$ cat src/core/cls_defines.vh
`ifndef CLS_DEFINES_VH
`define CLS_DEFINES_VH

// Byte addresses of the register words
`define CLS_CFG_OFFSET 12'h088
`define CLS_STAT_OFFSET 12'h08c

// Reset value of the settings word
`define CLS_CFG_RESET 32'h00000000

// Settings word field positions
`define CLS_OVM_BIT 30
`define CLS_ACC_MSB 29
`define CLS_ACC_LSB 25
`define CLS_DSEL_BIT 24
`define CLS_DEC_MSB 23
`define CLS_DEC_LSB 19
`define CLS_PWMF_MSB 18
`define CLS_PWMF_LSB 15
`define CLS_PWMM_BIT 14
`define CLS_SPSEL_MSB 13
`define CLS_SPSEL_LSB 12
`define CLS_SPDIV_MSB 11
`define CLS_SPDIV_LSB 8
`define CLS_SPCFG_BIT 7
`define CLS_SPTHR_MSB 6
`define CLS_SPTHR_LSB 4
`define CLS_SURGE_BIT 3
`define CLS_DTC_BIT 2
`define CLS_VLB_BIT 1
`define CLS_BRAKE_BIT 0

// Status word field positions
`define CLS_ST_ACC_LSB 16
`define CLS_ST_ACC_CLAMP_BIT 15
`define CLS_ST_DEC_CLAMP_BIT 14
`define CLS_ST_DEC_LSB 0

// Rate table: highest defined code, rates in 0.1 Hz/s steps
`define CLS_RATE_MAX_CODE 5'h13
`define CLS_RATE_W 14

`endif

$ cat src/core/cls_rate_decode.v
`timescale 1ns/1ps
`include "cls_defines.vh"

module cls_rate_decode (
    input wire [4:0] code,                       // Coded rate
    output reg [`CLS_RATE_W-1:0] rate_tenths,    // Rate in 0.1 Hz/s
    output wire clamped                          // Code above table top
);

    // Table saturates above its top code so a stray code never ramps faster
    assign clamped = (code > `CLS_RATE_MAX_CODE);

    // Coded rate table
    always @* begin
        case (code)
            5'h00: rate_tenths = 14'h0005;
            5'h01: rate_tenths = 14'h000a;
            5'h02: rate_tenths = 14'h0019;
            5'h03: rate_tenths = 14'h0032;
            5'h04: rate_tenths = 14'h004b;
            5'h05: rate_tenths = 14'h0064;
            5'h06: rate_tenths = 14'h00c8;
            5'h07: rate_tenths = 14'h0190;
            5'h08: rate_tenths = 14'h0258;
            5'h09: rate_tenths = 14'h0320;
            5'h0a: rate_tenths = 14'h03e8;
            5'h0b: rate_tenths = 14'h07d0;
            5'h0c: rate_tenths = 14'h0bb8;
            5'h0d: rate_tenths = 14'h0fa0;
            5'h0e: rate_tenths = 14'h1388;
            5'h0f: rate_tenths = 14'h1770;
            5'h10: rate_tenths = 14'h1b58;
            5'h11: rate_tenths = 14'h1f40;
            5'h12: rate_tenths = 14'h2328;
            default: rate_tenths = 14'h2710;
        endcase
    end

endmodule

$ cat src/core/cls_settings_regs.v
`timescale 1ns/1ps
`include "cls_defines.vh"

// How it works
// - Settings word at 0x88, resets to zero
// - Bit 30 turns overdrive modulation on
// - Bits 29-25 pick coded acceleration rate
// - Bit 24 picks deceleration rate source
// - All bits read/write, reset zero

module cls_settings_regs #(
    parameter ADDR_W = 12                         // APB address width
) (
    input wire core_clk,                          // Core clock, 125 MHz
    input wire resetn,                            // Sync reset, active low
    input wire psel,                              // APB select
    input wire penable,                           // APB access phase
    input wire pwrite,                            // APB write
    input wire [ADDR_W-1:0] paddr,                // APB byte address
    input wire [31:0] pwdata,                     // APB write data
    input wire [3:0] pstrb,                       // APB byte strobes
    output reg [31:0] prdata,                     // APB read data
    output wire pready,                           // APB ready
    output wire pslverr,                          // APB error
    output wire overdrive_modulation_en,          // Overdrive modulation on
    output wire [4:0] loop_accel_rate,            // Acceleration code
    output wire decel_source_sel,                 // Decel from accel field
    output wire [4:0] loop_decel_rate,            // Deceleration code
    output wire [3:0] pwm_out_freq,               // Output PWM frequency
    output wire pwm_mode,                         // PWM mode
    output wire [1:0] speed_pulse_select,         // Speed feedback select
    output wire [3:0] speed_pulse_divider,        // Speed feedback divider
    output wire speed_pulse_config,               // Speed feedback config
    output wire [2:0] speed_pulse_emf_threshold,  // Back-EMF threshold
    output wire surge_guard_en,                   // Surge protection on
    output wire dead_gap_correction_en,           // Dead-time correction on
    output wire velocity_loop_bypass,             // Speed loop bypassed
    output wire slow_recirculation_brake_en,      // Low-speed brake on
    output reg [4:0] eff_decel_code,              // Decel code in force
    output reg [`CLS_RATE_W-1:0] accel_rate,      // Accel rate, 0.1 Hz/s
    output reg [`CLS_RATE_W-1:0] decel_rate       // Decel rate, 0.1 Hz/s
);

    ////////////////////////////////////////////////////////////////////////
    // Settings storage

    reg [31:0] cfg;
    reg err_q;
    reg accel_clamp;
    reg decel_clamp;
    wire [31:0] next_cfg;
    wire setup_phase;
    wire access_phase;
    wire hit_cfg;
    wire hit_stat;
    wire bad_req;
    wire cfg_write;
    wire [4:0] next_eff_decel;
    wire [`CLS_RATE_W-1:0] accel_lut;
    wire [`CLS_RATE_W-1:0] decel_lut;
    wire accel_lut_clamp;
    wire decel_lut_clamp;
    wire [31:0] status_word;

    ////////////////////////////////////////////////////////////////////////
    // APB phase and address decode

    // Setup and access phases of a transfer
    assign setup_phase = psel & ~penable;
    assign access_phase = psel & penable;

    // Full address compare, so unaligned or stray addresses miss
    assign hit_cfg = (paddr == `CLS_CFG_OFFSET);
    assign hit_stat = (paddr == `CLS_STAT_OFFSET);

    // Unmapped address, or a write to the read-only status word
    assign bad_req = ~(hit_cfg | hit_stat) | (hit_stat & pwrite);

    // Answer in the first access cycle, no wait states
    assign pready = access_phase;

    // Error flag judged at setup, shown only while ready is high
    assign pslverr = access_phase & err_q;

    // Write lands at the access edge and only when legal
    assign cfg_write = access_phase & pwrite & hit_cfg & ~err_q;

    // Capture the error verdict at the setup edge
    always @(posedge core_clk) begin
        if (!resetn) begin
            err_q <= 1'b0;
        end else if (setup_phase) begin
            err_q <= bad_req;
        end
    end

    ////////////////////////////////////////////////////////////////////////
    // Byte-lane write merge

    // Each lane follows its strobe, so partial writes keep other fields
    genvar lane;
    generate
        for (lane = 0; lane < 4; lane = lane + 1) begin : g_lane
            assign next_cfg[lane*8 +: 8] = (cfg_write && pstrb[lane])
                ? pwdata[lane*8 +: 8] : cfg[lane*8 +: 8];
        end
    endgenerate

    // Whole word, reserved top bit too, is stored and reset to zero
    always @(posedge core_clk) begin
        if (!resetn) begin
            cfg <= `CLS_CFG_RESET;
        end else begin
            cfg <= next_cfg;
        end
    end

    ////////////////////////////////////////////////////////////////////////
    // Field outputs straight from the stored word

    // Modulation beyond the linear range
    assign overdrive_modulation_en = cfg[`CLS_OVM_BIT];

    // Ramp rate codes and the decel source choice
    assign loop_accel_rate = cfg[`CLS_ACC_MSB:`CLS_ACC_LSB];
    assign decel_source_sel = cfg[`CLS_DSEL_BIT];
    assign loop_decel_rate = cfg[`CLS_DEC_MSB:`CLS_DEC_LSB];

    // PWM output settings
    assign pwm_out_freq = cfg[`CLS_PWMF_MSB:`CLS_PWMF_LSB];
    assign pwm_mode = cfg[`CLS_PWMM_BIT];

    // Speed feedback signal options
    assign speed_pulse_select = cfg[`CLS_SPSEL_MSB:`CLS_SPSEL_LSB];
    assign speed_pulse_divider = cfg[`CLS_SPDIV_MSB:`CLS_SPDIV_LSB];
    assign speed_pulse_config = cfg[`CLS_SPCFG_BIT];
    assign speed_pulse_emf_threshold = cfg[`CLS_SPTHR_MSB:`CLS_SPTHR_LSB];

    // Protection and loop options
    assign surge_guard_en = cfg[`CLS_SURGE_BIT];
    assign dead_gap_correction_en = cfg[`CLS_DTC_BIT];
    assign velocity_loop_bypass = cfg[`CLS_VLB_BIT];
    assign slow_recirculation_brake_en = cfg[`CLS_BRAKE_BIT];

    ////////////////////////////////////////////////////////////////////////
    // Ramp rate resolution

    // Decel follows the accel code when the source bit is set
    assign next_eff_decel = cfg[`CLS_DSEL_BIT]
        ? cfg[`CLS_ACC_MSB:`CLS_ACC_LSB]
        : cfg[`CLS_DEC_MSB:`CLS_DEC_LSB];

    // Acceleration table lookup
    cls_rate_decode u_accel_decode (
        .code(cfg[`CLS_ACC_MSB:`CLS_ACC_LSB]),
        .rate_tenths(accel_lut),
        .clamped(accel_lut_clamp)
    );

    // Deceleration lookup uses the same coded table
    cls_rate_decode u_decel_decode (
        .code(next_eff_decel),
        .rate_tenths(decel_lut),
        .clamped(decel_lut_clamp)
    );

    // Registered so the ramp logic sees clean, glitch-free rates;
    // costs one cycle of lag after a write, harmless for ramp settings
    always @(posedge core_clk) begin
        if (!resetn) begin
            eff_decel_code <= 5'h00;
            accel_rate <= 14'h0005;
            decel_rate <= 14'h0005;
            accel_clamp <= 1'b0;
            decel_clamp <= 1'b0;
        end else begin
            eff_decel_code <= next_eff_decel;
            accel_rate <= accel_lut;
            decel_rate <= decel_lut;
            accel_clamp <= accel_lut_clamp;
            decel_clamp <= decel_lut_clamp;
        end
    end

    ////////////////////////////////////////////////////////////////////////
    // Status word and read data

    // Shows the rates actually in force and any saturated code
    assign status_word = {2'b00, accel_rate, accel_clamp, decel_clamp, decel_rate};

    // Read data is loaded at setup and held through the access phase;
    // misses and writes read as zero
    always @(posedge core_clk) begin
        if (!resetn) begin
            prdata <= 32'h00000000;
        end else if (setup_phase) begin
            if (!pwrite && hit_cfg) begin
                prdata <= cfg;
            end else if (!pwrite && hit_stat) begin
                prdata <= status_word;
            end else begin
                prdata <= 32'h00000000;
            end
        end
    end

endmodule

$ cat config.mk
export PLATFORM = sky130hd
export DESIGN_NAME = cls_settings_regs
export DESIGN_NICKNAME = d
export VERILOG_FILES = /design/src/core/cls_rate_decode.v /design/src/core/cls_settings_regs.v
export VERILOG_INCLUDE_DIRS = /design/src /design/src/core
export SDC_FILE = /design/constraint.sdc
export NUM_CORES = 1
export LEC_CHECK = 0
export ABC_AREA = 1
export BUFFER_PORTS_ARGS = -buffer_cell sky130_fd_sc_hd__buf_2
export CORE_AREA = 2 2 124 126
export CTS_CLUSTER_DIAMETER = 40
export DETAILED_ROUTE_END_ITERATION = 10
export DIE_AREA = 0 0 126 128
export PLACE_DENSITY_LB_ADDON = 0.05
export SLEW_MARGIN = 20
export SYNTH_ARGS = -nofsm -noshare
export SYNTH_HDL_FRONTEND = slang
export SYNTH_SLANG_ARGS = --single-unit
$ cat constraint.sdc
create_clock -name core_clk -period 3.95 [get_ports core_clk]
set_input_delay 0.1975 -clock core_clk [delete_from_list [all_inputs] [get_ports core_clk]]
set_output_delay 0.1975 -clock core_clk [all_outputs]
set_load 0.03 [all_outputs]
==> results.cfg <==
[status]
status = complete, no violations

[global_route]
antenna_found_initial = 0
grt.overflow.total = 0
grt_use_total = 0.191
grt_pass1_wl_mm = 24.6
grt_max_degree = 70
grt_pass1_vias = 4732

[min_path]
worstHoldStart = pwdata[18]
min_path_cells = 3
hold_path.class = in -> reg
hold_end = cfg[18]

[flow_run]
cap_violations = 0

[setup_path]
reg2reg_to = decel_rate[4]
r2r-start = cfg[24]
reg2reg_slack_ps = 1760
worstPathRequired_ps = 4190
worstPathArrival_ps = 2430
cp-end-kind = flip-flop
rr_worst_depth = 6
crit_type = reg -> reg
path_max_fanout = 12
cp-start-kind = flip-flop

[finish]
layout_common_cells = nor2_1 (211), nand2_1 (156), buf_2 (150), dfxtp_1 (100), inv_1 (84)
fillers = 1649
area_growth_pct = 19.1
fin_nets = 926
diodes = 0
final_common_cell = nor2_1
drive_above_1_share = 0.218

[clocking]
post_cts_resized = 0
path_clk_slew_ps = 70
holdBufCountCts = 0
cts_setup_buffers = 0
clock_path_buffers = 2
cts_htree_levels = 3
cts_sinks = 100
insertion_delay_ps = 350
cts_made_buffers = 9
tritoncts = yes
cts-root-buf = clkbuf_16

[floorplanning]
pin_count = 151
die_h_um = 128
die-area_sq_mm = 0.0161
die_w_um = 126
coreArea_sq_mm = 0.0149
fp-row-count = 45
start_util = 0.342

[drt]
vias = 4845
antenna_left = 0
routed_wl_mm = 15.1
drt-vias-per-instance = 4.59
first_pass_iters = 5
drc = 0
drt_iter0_drc = 259
routedWlPerCell_um = 14.4

[place]
io_buffer_count = 150
place_congestion = 0.840
place_hpwl_mm = 11.4

[timing]
timing.final.hold_violations = 0
fin_skew_ps = 12.0
relSlewSlack = 0.457
setup_viol = 0
finalSetupTns_ps = 0
period_minus_slack_ps = 2190
grt_setup_unrepaired = no
hold_slack_ps = 67.1
post-route-period-util = 0.556
fmax_ghz = 0.456
tightest_slew_ps = 813
timing_max_transition_violations_final = 0

[yosys]
syn_area_sq_mm = 0.00508
syn_avg_cell_area_sq_um = 6.69
ys_seq_elements = 100
ys_warn_count = 0
syn_inst = 759
yosysSeqAreaShare = 0.394
syn_nets = 823
synth.distinct_cells = 32

[pwr]
power.density_mw_per_mm2 = 374
p_leak_uw = 0.00314
irDropWorstVdd_v = 0.000236
[logic make-up (layout without fill, tap and decap cells)]
| group | count (synthesis) | count (layout) | synth area share |
|---|---|---|---|
| fa+ha+maj | 11 | 11 | 0.0271 |
| flops | 100 | 100 | 0.394 |
| buf+inv | 146 | 254 | 0.143 |
| simple gates | 428 | 428 | 0.356 |
| compound gates | 74 | 74 | 0.0803 |
[stage by stage]
stage          utilization  power (uW)  cell area [sq um]  setup slack [ps]  instances
2_1_floorplan            -        1160               5080              2040        759
3_3_place_gp         0.383        1230               5690              1770       1039
3_5_place_dp         0.383        1230               5690              1750       1039
4_1_cts              0.407        2290               6050              1760       1055
5_1_grt              0.407        2360               6050              1530       1055
6_report             0.407        2260               6050              1760       1055
[sequential cells by signal, indices dropped and copies added (netlist names)]
signal          count
decel_clamp         1
decel_rate         14
err_q               1
accel_clamp         1
accel_rate         14
cfg                32
eff_decel_code      5
prdata             32
[layer usage]
metal  GRT usage  routed length (um)  share of wire
met4      0.0750                 312          0.021
met3      0.0271                 578          0.038
met2       0.340                7610           0.50
met1       0.232                6650           0.44
met5           0                   0              0
[power by group]
part           leakage (uW)  switching (uW)  internal (uW)
clock network      0.000178             404            658
logic               0.00215             112           52.9
registers          0.000811            9.46           1030
[cell type report]
class	count	area [sq um]	area share
multi-input combinational	513	2360	0.390
clock buffer	11	253	0.0418
inverter	85	319	0.0527
clock inverter	5	106	0.0176
timing repair buffer	153	773	0.128
tap	188	235	0.0389
sequential	100	2000	0.331
[how the worst max path moves through the flow]
stage | depth (start not counted) | startpoint | slack [ps] | to
after floorplan | 7 | cfg[24] | 2040 | decel_rate[4]
after global placement | 6 | cfg[24] | 1770 | decel_rate[4]
after detailed placement | 6 | cfg[24] | 1750 | decel_rate[4]
after CTS | 6 | cfg[24] | 1760 | decel_rate[4]
after global routing | 7 | cfg[24] | 1530 | decel_rate[4]
final | 6 | cfg[24] | 1760 | decel_rate[4]
[critical path, stage by stage (launching register included)]
cell and delay [ps]:
dfxtp_1 450, o21ai_0 540, inv_1 320, ha_1 410
nand3_1 110, o21ai_0 200, nor2_1 50
[cell usage after synthesis, drive strengths merged]
library cell / instances / area (sq um)
o21a: 1 / 7.51
inv: 85 / 319
nor4: 1 / 6.26
nor3: 1 / 5.00
nor2: 217 / 857
nand2: 158 / 598
dfxtp: 100 / 2000
a31o: 1 / 8.76
o211ai: 2 / 15.0
o211a: 1 / 10.0
o21ai: 50 / 265
nand4: 7 / 104
clkbuf: 12 / 46.3
or2: 1 / 6.26
nand3: 42 / 223
buf: 49 / 360
ha: 11 / 138
a21oi: 14 / 70.1
a31oi: 5 / 31.3
nand3b: 1 / 7.51
Power figures use the tool's default switching activity.
